--- config.mk ---
export PLATFORM = sky130hd
export DESIGN_NAME = ethernet_controller_csr_bank
export DESIGN_NICKNAME = d
export VERILOG_FILES = /design/src/verilog/csr_bank_pkg.sv /design/src/verilog/ethernet_controller_csr_bank.sv
export SDC_FILE = /design/constraint.sdc
export NUM_CORES = 1
export LEC_CHECK = 0
export BUFFER_PORTS_ARGS = -buffer_cell sky130_fd_sc_hd__buf_2
export CAP_MARGIN = 20
export CORE_ASPECT_RATIO = 0.7
export CORE_MARGIN = 3
export CORE_UTILIZATION = 45
export DETAILED_ROUTE_END_ITERATION = 10
export GPL_TIMING_DRIVEN = 1
export PLACE_DENSITY = 0.76
export SYNTH_ARGS = -nofsm -noshare
export SYNTH_HDL_FRONTEND = slang
export SYNTH_SLANG_ARGS = --single-unit
--- constraint.sdc ---
create_clock -name mclk -period 1.85 [get_ports mclk]
set_input_delay 0.185 -clock mclk [delete_from_list [all_inputs] [get_ports mclk]]
set_output_delay 0.185 -clock mclk [all_outputs]
set_load 0.02 [all_outputs]
--- src/verilog/csr_bank_pkg.sv ---
package csr_bank_pkg;
   localparam int DATA_W = 16;
   localparam int IDX_W = 2;
   localparam logic [1:0] IDX_COMMAND = 2'h0;
   localparam logic [1:0] IDX_PTR_LOW = 2'h1;
   localparam logic [1:0] IDX_PTR_HIGH = 2'h2;
   localparam logic [1:0] IDX_OPTIONS = 2'h3;
   // Command/status bit positions
   localparam int B_ERR = 15;
   localparam int B_BABBLE = 14;
   localparam int B_COLL_ERR = 13;
   localparam int B_MISSED = 12;
   localparam int B_MEM_ERR = 11;
   localparam int B_RX_DONE = 10;
   localparam int B_TX_DONE = 9;
   localparam int B_SETUP_DONE = 8;
   localparam int B_SUMMARY = 7;
   localparam int B_INT_EN = 6;
   localparam int B_RX_ON = 5;
   localparam int B_TX_ON = 4;
   localparam int B_DEMAND = 3;
   localparam int B_HALT = 2;
   localparam int B_START = 1;
   localparam int B_SETUP = 0;
   // Option bit positions
   localparam int B_BYTE_SWAP = 2;
   localparam int B_STROBE_POL = 1;
   localparam int B_PIN_MODE = 0;
   // Mode word bit positions
   localparam int B_ACCEPT_ALL = 15;
   localparam int B_TX_DISABLE = 1;
   localparam int B_RX_DISABLE = 0;
   localparam logic [15:0] PTR_LOW_MASK = 16'hFFFE;
   localparam logic [15:0] PTR_HIGH_MASK = 16'h00FF;
   localparam logic [15:0] OPTIONS_MASK = 16'h0007;
   localparam logic [15:0] ZERO_WORD = 16'h0000;
   // Transmit ring poll interval
   localparam int POLL_TIME_US = 1600;
   localparam int CLK_MHZ = 100;
   localparam int POLL_CYCLES = POLL_TIME_US * CLK_MHZ;

   typedef struct packed {
      logic babble;
      logic coll_err;
      logic missed;
      logic mem_err;
      logic rx_done;
      logic tx_done;
      logic setup_done;
      logic tx_underflow;
      logic demand_taken;
   } events_s;

   typedef struct packed {
      logic byte_swap;
      logic strobe_pol;
      logic pin_mode;
   } options_s;

   typedef enum logic [1:0] {BUS_IDLE, BUS_HOLD} bus_state_e;
endpackage

--- src/verilog/ethernet_controller_csr_bank.sv ---
// What this block does
// - Receive-complete flag sets when the last receive ring entry is written back.
// - Transmit-complete flag sets when the last transmit ring entry is written back.
// - Setup-done flag sets only after the parameter block is fully loaded.
// - Completion flags: hardware sets, write one clears, reset or halt clears.
// - Summary flag is OR of six event flags, read only, cleared by halt.
// - Interrupt pin low, one clock later, exactly when enable and summary flag are both one.
// - Interrupt enable is plain read/write, cleared by reset or halt.
// - Receiver-on sets with setup-done unless disabled; reads zero until start.
// - Transmitter-on sets with setup-done unless disabled; underflow clears it.
// - Transmit demand forces an immediate ring scan, self-clears when taken.
// - Halt clears all but host port state, the pointer registers and the accept-all latch; set by reset; held until start/setup.
// - Start, setup and halt written together leave only halt set.
// - Start enables traffic and mastering; write-one only; halt clears it.
// - Setup begins parameter fetch, runs before start; write-one only.
// - Pointer and option registers reachable only while halted; ready still given.
// - Pointer low holds address bits 15:1, bit 0 zero, kept through reset.
// - Pointer high holds address bits 23:16 in bits 7:0, kept through reset.
// - Option register cleared by reset or halt; bits 15:3 read zero.
// - Byte swap applies to packet buffer transfers only.
// - Strobe polarity option picks high latch enable or low address strobe.
// - Pin mode option redefines byte mask and hold pins.
// - Accept-all bit of the mode word accepts every destination address.
// - Host writes an index to the index port, then uses the data port.
module ethernet_controller_csr_bank
   import csr_bank_pkg::*;
#(
   parameter int POLL_CYC = POLL_CYCLES
) (
   input wire logic mclk,
   input wire logic resetn,
   input wire logic cs_n,
   input wire logic read_sel,
   input wire logic das_n,
   input wire logic port_sel,
   input wire logic [DATA_W-1:0] dal_in,
   output logic [DATA_W-1:0] dal_out,
   output logic dal_oe_n,
   output logic ready_n,
   output logic summary_interrupt_flag_n,
   input wire events_s evt,
   input wire logic [DATA_W-1:0] mode_word,
   input wire logic [DATA_W-1:0] mem_word_in,
   input wire logic mem_word_is_fifo,
   output logic [DATA_W-1:0] mem_word_out,
   input wire logic strobe_req,
   input wire logic upper_byte_mask,
   input wire logic lower_byte_mask,
   input wire logic hold_req,
   input wire logic grant_chain_output,
   input wire logic byte_sel,
   input wire logic bus_request_pin,
   output logic address_strobe_pin,
   output logic [2:0] redefined_pins,
   output logic [23:0] param_block_pointer,
   output options_s options,
   output logic setup_req,
   output logic run_enable,
   output logic rx_enable,
   output logic tx_enable,
   output logic scan_ring,
   output logic accept_all_addresses_bit,
   output logic halted
);

   function automatic logic [DATA_W-1:0] swap_bytes(input logic [DATA_W-1:0] w);
      swap_bytes = {w[7:0], w[15:8]};
   endfunction

   // Host pins come from another domain
   logic [3:0] pin_meta_ff, pin_sync_ff;
   logic [DATA_W-1:0] dal_meta_ff, dal_sync_ff;
   always_ff @(posedge mclk) begin
      pin_meta_ff <= {cs_n, read_sel, das_n, port_sel};
      pin_sync_ff <= pin_meta_ff;
      dal_meta_ff <= dal_in;
      dal_sync_ff <= dal_meta_ff;
   end
   wire cs_s = ~pin_sync_ff[3];
   wire rd_s = pin_sync_ff[2];
   wire das_s = ~pin_sync_ff[1];
   wire adr_s = pin_sync_ff[0];

   bus_state_e bus_ff, nxt_bus;
   logic [IDX_W-1:0] index_port_ff;
   logic babble_ff, coll_ff, missed_ff, memory_error_flag_ff, rx_done_ff, tx_done_ff, setup_done_ff;
   logic int_en_ff, rx_on_ff, tx_on_ff, demand_ff, halt_ff, start_ff, setup_ff;
   logic [DATA_W-1:0] ptr_low_ff, ptr_high_ff;
   options_s opt_ff;
   logic [DATA_W-1:0] dal_out_ff;
   logic dal_oe_n_ff, ready_n_ff, summary_interrupt_flag_n_ff;
   logic [31:0] poll_cnt_ff;

   // Bus transaction decode
   wire access_go = (bus_ff == BUS_IDLE) && cs_s && das_s;
   wire access_end = (bus_ff == BUS_HOLD) && !(cs_s && das_s);
   wire index_wr = access_go && !rd_s && adr_s;
   wire data_wr = access_go && !rd_s && !adr_s;
   wire data_rd = access_go && rd_s && !adr_s;
   wire index_rd = access_go && rd_s && adr_s;
   wire locked = (index_port_ff != IDX_COMMAND) && !halt_ff;
   wire cmd_wr = data_wr && (index_port_ff == IDX_COMMAND);
   wire low_wr = data_wr && !locked && (index_port_ff == IDX_PTR_LOW);
   wire high_wr = data_wr && !locked && (index_port_ff == IDX_PTR_HIGH);
   wire opt_wr = data_wr && !locked && (index_port_ff == IDX_OPTIONS);
   wire [DATA_W-1:0] wd = dal_sync_ff;

   wire halt_cmd = cmd_wr && wd[B_HALT];
   wire go_cmd = cmd_wr && !wd[B_HALT] && (wd[B_START] || wd[B_SETUP]);
   wire clr_all = !resetn || halt_cmd;

   wire summary = babble_ff | missed_ff | memory_error_flag_ff | rx_done_ff | tx_done_ff
      | setup_done_ff;
   wire err_sum = babble_ff | coll_ff | missed_ff | memory_error_flag_ff;

   wire [DATA_W-1:0] cmd_word = {err_sum, babble_ff, coll_ff, missed_ff, memory_error_flag_ff,
      rx_done_ff, tx_done_ff, setup_done_ff, summary, int_en_ff,
      rx_on_ff & start_ff, tx_on_ff & start_ff,
      demand_ff, halt_ff, start_ff, setup_ff};
   wire [DATA_W-1:0] opt_word = {13'h0000, opt_ff.byte_swap, opt_ff.strobe_pol,
      opt_ff.pin_mode} & OPTIONS_MASK;

   logic [DATA_W-1:0] rd_word;
   always_comb begin
      case (index_port_ff)
         IDX_COMMAND: rd_word = cmd_word;
         IDX_PTR_LOW: rd_word = ptr_low_ff & PTR_LOW_MASK;
         IDX_PTR_HIGH: rd_word = ptr_high_ff & PTR_HIGH_MASK;
         default: rd_word = opt_word;
      endcase
   end

   always_comb begin
      case (bus_ff)
         BUS_IDLE: nxt_bus = access_go ? BUS_HOLD : BUS_IDLE;
         BUS_HOLD: nxt_bus = access_end ? BUS_IDLE : BUS_HOLD;
         default: nxt_bus = BUS_IDLE;
      endcase
   end

   // Host port: ready held until the host drops its strobe
   always_ff @(posedge mclk) begin
      if (!resetn) begin
         bus_ff <= BUS_IDLE;
         index_port_ff <= IDX_COMMAND;
         ready_n_ff <= 1'b1;
         dal_oe_n_ff <= 1'b1;
         dal_out_ff <= ZERO_WORD;
      end else begin
         bus_ff <= nxt_bus;
         if (index_wr)
            index_port_ff <= wd[IDX_W-1:0];
         if (access_go)
            ready_n_ff <= 1'b0;
         else if (access_end)
            ready_n_ff <= 1'b1;
         if (index_rd) begin
            dal_out_ff <= {14'h0000, index_port_ff};
            dal_oe_n_ff <= 1'b0;
         end else if (data_rd && !locked) begin
            dal_out_ff <= rd_word;
            dal_oe_n_ff <= 1'b0;
         end else if (access_end) begin
            dal_oe_n_ff <= 1'b1;
         end
      end
   end

   // Completion and error flags: a new event beats a same-cycle write-one clear
   function automatic logic flag_next(input logic cur, input logic set, input logic clr);
      flag_next = set | (cur & ~clr);
   endfunction

   always_ff @(posedge mclk) begin
      if (clr_all) begin
         babble_ff <= 1'b0;
         coll_ff <= 1'b0;
         missed_ff <= 1'b0;
         memory_error_flag_ff <= 1'b0;
         rx_done_ff <= 1'b0;
         tx_done_ff <= 1'b0;
         setup_done_ff <= 1'b0;
      end else begin
         babble_ff <= flag_next(babble_ff, evt.babble, cmd_wr && wd[B_BABBLE]);
         coll_ff <= flag_next(coll_ff, evt.coll_err, cmd_wr && wd[B_COLL_ERR]);
         missed_ff <= flag_next(missed_ff, evt.missed, cmd_wr && wd[B_MISSED]);
         memory_error_flag_ff <= flag_next(memory_error_flag_ff, evt.mem_err, cmd_wr && wd[B_MEM_ERR]);
         rx_done_ff <= flag_next(rx_done_ff, evt.rx_done, cmd_wr && wd[B_RX_DONE]);
         tx_done_ff <= flag_next(tx_done_ff, evt.tx_done, cmd_wr && wd[B_TX_DONE]);
         setup_done_ff <= flag_next(setup_done_ff, evt.setup_done && setup_ff,
            cmd_wr && wd[B_SETUP_DONE]);
      end
   end

   // Commands and engine status
   always_ff @(posedge mclk) begin
      if (clr_all) begin
         int_en_ff <= 1'b0;
         rx_on_ff <= 1'b0;
         tx_on_ff <= 1'b0;
         demand_ff <= 1'b0;
         halt_ff <= 1'b1;
         start_ff <= 1'b0;
         setup_ff <= 1'b0;
         opt_ff <= '0;
      end else begin
         if (cmd_wr)
            int_en_ff <= wd[B_INT_EN];
         if (evt.mem_err)
            rx_on_ff <= 1'b0;
         else if (evt.setup_done && setup_ff && !mode_word[B_RX_DISABLE])
            rx_on_ff <= 1'b1;
         if (evt.mem_err || evt.tx_underflow)
            tx_on_ff <= 1'b0;
         else if (evt.setup_done && setup_ff && !mode_word[B_TX_DISABLE])
            tx_on_ff <= 1'b1;
         if (cmd_wr && wd[B_DEMAND])
            demand_ff <= 1'b1;
         else if (evt.demand_taken)
            demand_ff <= 1'b0;
         if (go_cmd)
            halt_ff <= 1'b0;
         if (cmd_wr && wd[B_START])
            start_ff <= 1'b1;
         if (cmd_wr && wd[B_SETUP])
            setup_ff <= 1'b1;
         else if (evt.setup_done)
            setup_ff <= 1'b0;
         if (opt_wr)
            opt_ff <= wd[B_BYTE_SWAP:B_PIN_MODE];
      end
   end

   // Pointer words survive reset by design
   always_ff @(posedge mclk) begin
      if (low_wr)
         ptr_low_ff <= wd & PTR_LOW_MASK;
      if (high_wr)
         ptr_high_ff <= wd & PTR_HIGH_MASK;
   end

   // Ring poll timer; demand short-cuts the wait
   wire polling = start_ff && tx_on_ff && !setup_ff;
   wire poll_due = poll_cnt_ff >= 32'(POLL_CYC - 1);
   logic scan_ff, setup_req_ff, run_ff, rx_en_ff, tx_en_ff, accept_ff, halted_ff;
   always_ff @(posedge mclk) begin
      if (clr_all) begin
         poll_cnt_ff <= 32'h0000_0000;
         scan_ff <= 1'b0;
      end else begin
         scan_ff <= polling && (poll_due || (demand_ff && !scan_ff));
         if (!polling || poll_due || demand_ff)
            poll_cnt_ff <= 32'h0000_0000;
         else
            poll_cnt_ff <= poll_cnt_ff + 32'h0000_0001;
      end
   end

   // Registered control outputs; start waits for setup to finish first
   always_ff @(posedge mclk) begin
      if (clr_all) begin
         setup_req_ff <= 1'b0;
         run_ff <= 1'b0;
         rx_en_ff <= 1'b0;
         tx_en_ff <= 1'b0;
         halted_ff <= 1'b1;
         summary_interrupt_flag_n_ff <= 1'b1;
      end else begin
         setup_req_ff <= setup_ff;
         run_ff <= start_ff && !setup_ff;
         rx_en_ff <= start_ff && rx_on_ff && !evt.mem_err;
         tx_en_ff <= start_ff && tx_on_ff && !evt.mem_err && !evt.tx_underflow;
         halted_ff <= halt_ff && !go_cmd;
         summary_interrupt_flag_n_ff <= !(int_en_ff && summary);
      end
   end

   // Mode word accept-all bit latched when the parameter block completes
   always_ff @(posedge mclk) begin
      if (!resetn)
         accept_ff <= 1'b0;
      else if (evt.setup_done && setup_ff)
         accept_ff <= mode_word[B_ACCEPT_ALL];
   end

   // Master-side pin shaping; halt holds the address strobe inactive, other pins and data pass through
   logic strobe_ff;
   logic [2:0] pins_ff;
   logic [DATA_W-1:0] mem_ff;
   always_ff @(posedge mclk) begin
      if (clr_all) begin
         strobe_ff <= 1'b0;
         pins_ff <= 3'h0;
         mem_ff <= ZERO_WORD;
      end else begin
         strobe_ff <= (strobe_req && !halt_ff) ^ opt_ff.strobe_pol;
         pins_ff <= opt_ff.pin_mode
            ? {grant_chain_output, byte_sel, bus_request_pin}
            : {upper_byte_mask, lower_byte_mask, hold_req};
         mem_ff <= (mem_word_is_fifo && opt_ff.byte_swap)
            ? swap_bytes(mem_word_in) : mem_word_in;
      end
   end

   assign dal_out = dal_out_ff;
   assign dal_oe_n = dal_oe_n_ff;
   assign ready_n = ready_n_ff;
   assign summary_interrupt_flag_n = summary_interrupt_flag_n_ff;
   assign mem_word_out = mem_ff;
   assign address_strobe_pin = strobe_ff;
   assign redefined_pins = pins_ff;
   assign param_block_pointer = {ptr_high_ff[7:0], ptr_low_ff};
   assign options = opt_ff;
   assign setup_req = setup_req_ff;
   assign run_enable = run_ff;
   assign rx_enable = rx_en_ff;
   assign tx_enable = tx_en_ff;
   assign scan_ring = scan_ff;
   assign accept_all_addresses_bit = accept_ff;
   assign halted = halted_ff;

   a_rx_done_set: assert property (@(posedge mclk) disable iff (!resetn)
      evt.rx_done && !halt_cmd |=> rx_done_ff)
      else $error("receive-complete flag missed its event");
   a_tx_done_set: assert property (@(posedge mclk) disable iff (!resetn)
      evt.tx_done && !halt_cmd |=> tx_done_ff)
      else $error("transmit-complete flag missed its event");
   a_setup_done_cause: assert property (@(posedge mclk) disable iff (!resetn)
      $rose(setup_done_ff) |-> $past(evt.setup_done) && $past(setup_ff))
      else $error("setup-done rose without a finished fetch");
   a_flag_w1c: assert property (@(posedge mclk) disable iff (!resetn)
      cmd_wr && wd[B_TX_DONE] && !evt.tx_done |=> !tx_done_ff)
      else $error("write one did not clear transmit-complete");
   a_summary_interrupt_flag_pin: assert property (@(posedge mclk) disable iff (!resetn)
      !halt_cmd |=> summary_interrupt_flag_n == !($past(int_en_ff) && $past(summary)))
      else $error("interrupt pin disagrees with enable and flag");
   a_halt_clears: assert property (@(posedge mclk) disable iff (!resetn)
      halt_cmd |=> halt_ff && !start_ff && !setup_ff && !int_en_ff && !summary)
      else $error("halt left state behind");
   a_halt_priority: assert property (@(posedge mclk) disable iff (!resetn)
      cmd_wr && wd[B_HALT] && wd[B_START] && wd[B_SETUP] |=> halt_ff && !start_ff)
      else $error("halt did not override start and setup");
   a_locked_ready: assert property (@(posedge mclk) disable iff (!resetn)
      data_rd && locked |=> !ready_n && dal_oe_n)
      else $error("locked access drove data or withheld ready");
   a_demand_scan: assert property (@(posedge mclk) disable iff (!resetn)
      polling && demand_ff && !scan_ff && !halt_cmd |=> scan_ring)
      else $error("transmit demand did not trigger a scan");
   a_rx_on_gate: assert property (@(posedge mclk) disable iff (!resetn)
      !start_ff |-> !cmd_word[B_RX_ON] && !cmd_word[B_TX_ON])
      else $error("engine status visible before start");

   // Locked accesses, write-one-only bits, latches and pin shaping
   a_locked_write: assert property (@(posedge mclk) disable iff (!resetn)
      data_wr && locked |=> $stable(ptr_low_ff) && $stable(ptr_high_ff) && $stable(opt_ff))
      else $error("locked write changed a pointer or option register");
   a_flag_w0_keeps: assert property (@(posedge mclk) disable iff (!resetn)
      cmd_wr && !wd[B_RX_DONE] && rx_done_ff && !halt_cmd |=> rx_done_ff)
      else $error("writing zero cleared receive-complete");
   a_start_w0_keeps: assert property (@(posedge mclk) disable iff (!resetn)
      cmd_wr && !wd[B_START] && start_ff && !halt_cmd |=> start_ff)
      else $error("writing zero cleared start");
   a_demand_w0: assert property (@(posedge mclk) disable iff (!resetn)
      cmd_wr && !wd[B_DEMAND] && !demand_ff && !halt_cmd |=> !demand_ff)
      else $error("writing zero raised transmit demand");
   a_accept_latch: assert property (@(posedge mclk) disable iff (!resetn)
      evt.setup_done && setup_ff |=> accept_ff == $past(mode_word[B_ACCEPT_ALL]))
      else $error("accept-all bit not taken from the mode word");
   a_swap_path: assert property (@(posedge mclk) disable iff (!resetn)
      !$past(clr_all) && $past(mem_word_is_fifo && opt_ff.byte_swap)
      |-> mem_word_out == swap_bytes($past(mem_word_in)))
      else $error("packet buffer word not byte swapped");
   a_strobe_halt: assert property (@(posedge mclk) disable iff (!resetn)
      !$past(clr_all) && $past(halt_ff)
      |-> address_strobe_pin == $past(opt_ff.strobe_pol))
      else $error("address strobe active while halted");
endmodule

==> flow_summary.yaml <==
outcome:
  outcome: "finished clean"
cts:
  clock_path_buffers: 2
  clk_latency_ns: 0.42
  cts_tree: "done"
  clk_pin_slew_ns: 0.06
  cts_buffers: 17
  clock_sinks: 161
  root_buffer: "clkbuf_16"
  h-tree-depth: 4
setup_path:
  crit_chain: "and4_2 -> buf_4 -> nand4_1 -> or3_1 -> a211oi_1"
  max_stage_delay_ns: 0.40
  cp_slowest_cell: "dfxtp_1"
  arrival_ns: 2.09
  crit_path_max_fanout: 7
  critPathKind: "reg2reg"
  cp_data_required_time_ns: 2.17
  r2r.worst_path.cells: 5
  startpoint_type: "flip-flop"
  endpoint_kind: "flip-flop"
routing:
  ant_nets: 0
  totalWireLength_um: 13710
  drc: 0
  drt_iter0_markers: 267
  vias: 4340
  drt-wirelength-per-cell_um: 16.08
  avgViaCountPerCell: 5.088
  dr.pass1.iters: 4
run:
  cap_violations: 0
grt:
  met3_usage_pct: 5.407
  grtUsageTotal_pct: 20.75
  grt_max_degree: 39
  grt_most_used_layer: "met2"
  first_global_vias: 4287
  use_met1_pct: 27.76
  gr-total-overflow: 0
  antenna_found_initial: 0
  grt_pass1_wl_um: 21680
  met2_usage_pct: 32.28
placed_design:
  place_area_um2: 6400
  port-buffer-count: 129
  gp_congestion: 0.8771
  dpl.hpwl_um: 9731
synthesis:
  synth_seq_cells: 161
  ys_seq_area_share_pct: 63.71
  ys.flop_type: "dfxtp_1"
  synthArstFlopShare_pct: 0
  ys_warn_count: 0
  netlist_area_um2: 5420
  synthCells: 495
  ys_types: 54
  synth-edff-count: 23
  syn_avg_cell_area_um2: 10.95
sta:
  tightest_slew_ns: 0.5815
  hold_viol: 0
  fin_worst_skew_ns: 0.009956
  fin_hold_ws_ns: 0.01075
  finalSetupTns_ns: 0
  slew-limit-headroom_pct: 61.23
  setup_violations: 0
  fmax_mhz: 565.0
  drv_slew: 0
  finalCritPeriodShare_pct: 95.67
  rsz0062_at_grt: "no"
  period_needed_ns: 1.770
pwr:
  total_power_mw: 7.619
  ir_worst_vdd_mv: 0.6770
  powerDensity_nw_per_um2: 1047
  leakage_nw: 3.033
floorplan:
  die_w_um: 137.2
  initial_core_util_pct: 47.67
  io_pins: 144
  die_h_um: 97.83
  design.die.area_um2: 13420
  core_um2: 11370
  rows: 32
final_layout:
  diodes: 0
  fin_util_pct: 64.00
  fin_area_um2: 7277
  drive_above_1_share_pct: 29.29
  fillCellCount: 902
  syn2layout_area_growth_pct: 34.26
  seqCellArea_um2: 3455
  fin_nets: 759
  multi_input_area_um2: 1871
worst_hold_path:
  holdPathStages: 3
  min_path_type: "in2reg"
## worst max-delay path: cells and delay by family (launching register included)
kind	cells	cell delay, ns
buf+inv	1	0.17
simple gates	3	0.87
flops	1	0.40
compound gates	1	0.26
## synth_stat cells, drive strengths merged, types with 2 or more instances
| library cell | instances | area (um2) |
|---|---|---|
| a211oi | 11 | 82.58 |
| mux2i | 12 | 120.1 |
| o21ai | 10 | 50.05 |
| and4 | 2 | 17.52 |
| nand3 | 24 | 120.1 |
| and2 | 4 | 25.03 |
| nand4 | 9 | 71.32 |
| nand2b | 2 | 12.51 |
| clkbuf | 10 | 37.54 |
| nor2b | 7 | 43.79 |
| xor2 | 9 | 78.83 |
| nor4 | 5 | 46.29 |
| buf | 16 | 102.6 |
| or3 | 6 | 37.54 |
| inv | 4 | 15.01 |
| mux4 | 2 | 45.04 |
| dfxtp | 138 | 2763 |
| nand3b | 3 | 22.52 |
| a21oi | 42 | 210.2 |
| nor3 | 22 | 115.1 |
| nor3b | 2 | 15.01 |
| a21o | 2 | 15.01 |
| edfxtp | 23 | 690.7 |
| nor4b | 2 | 17.52 |
| and3 | 3 | 18.77 |
| nor2 | 38 | 142.6 |
| xnor2 | 3 | 26.28 |
| a31oi | 3 | 18.77 |
| nand2 | 57 | 214.0 |
| mux2 | 7 | 78.83 |
## state kept, by name (all words and copies together), names as in the netlist, 3 cells and up
register	cells
dal_meta_ff	16
dal_out	16
dal_sync_ff	16
mem_word_out	16
options	3
pin_meta_ff	4
pin_sync_ff	4
poll_cnt_ff	32
ptr_high_ff	8
ptr_low_ff	15
redefined_pins	3
## cell usage in the layout, fill, tap and decap left out, types with 10 or more instances in the layout
cell type and n:
dfxtp_1 137, buf_2 129, nand2_1 56, a21oi_1 42, nor2_1 38, buf_4 30, dlygate4sd3_1 25, nand3_1 24
edfxtp_1 23, nor3_1 21, clkbuf_16 18, conb_1 15, mux2i_1 12, a211oi_1 11, o21ai_0 10
## layout make-up
class | count | share of cell area, %
clock buffers | 24 | 6.499
clock inverters | 8 | 1.754
inverters | 5 | 0.2579
multi-input cells | 317 | 25.70
flip-flops and latches | 161 | 47.47
well taps | 153 | 2.631
repair buffers | 185 | 15.68
## per-layer routing
metal  vias up  share of wire [%]
met4         0                1.6
met5         -                  0
met3        18                6.7
li1       2115                  -
met1      2061                 45
met2       146                 47
## cell families after synthesis
kind of cell	Yosys count	share of synthesized area [%]
compound gates	78	9.003
xor+xnor	12	1.939
fa+ha+maj	1	0.2308
simple gates	190	17.61
mux	21	4.501
buf+inv	31	2.932
flops	161	63.71
other cells	1	0.06919
## stage by stage
stage          setup WS [ns]  cells
6_report             0.08004    853
5_1_grt             0.005864    853
3_5_place_dp          0.1130    794
2_1_floorplan        0.03445    509
3_3_place_gp          0.1623    794
4_1_cts              0.05978    851
## path summary, 6_finish.rpt
| check | startpoint | slack (ns) | end |
|---|---|---|---|
| setup / recovery | poll_cnt_ff[3] | 0.08 | poll_cnt_ff[15] |
| hold / removal | lower_byte_mask | 0.01 | redefined_pins[1] |
| setup reg to reg | poll_cnt_ff[3] | 0.08 | poll_cnt_ff[15] |
| hold reg to reg | dal_meta_ff[13] | 0.33 | dal_sync_ff[13] |
## where the power goes
group	leakage, nW	switching, mW	total, mW	internal (mW)
Combinational	1.40	0.203	0.378	0.175
Clock	0.284	1.32	3.53	2.21
Sequential	1.35	0.0564	3.72	3.66
Total	3.03	1.58	7.62	6.04
## repair_timing
item,in CTS,in global routing
setup buffers,0,2
endpoints found under the hold margin,27,0
hold buffers,25,0
setup endpoints to repair,0,17
gates resized for setup,0,4
(Power assumes the default switching activity.)
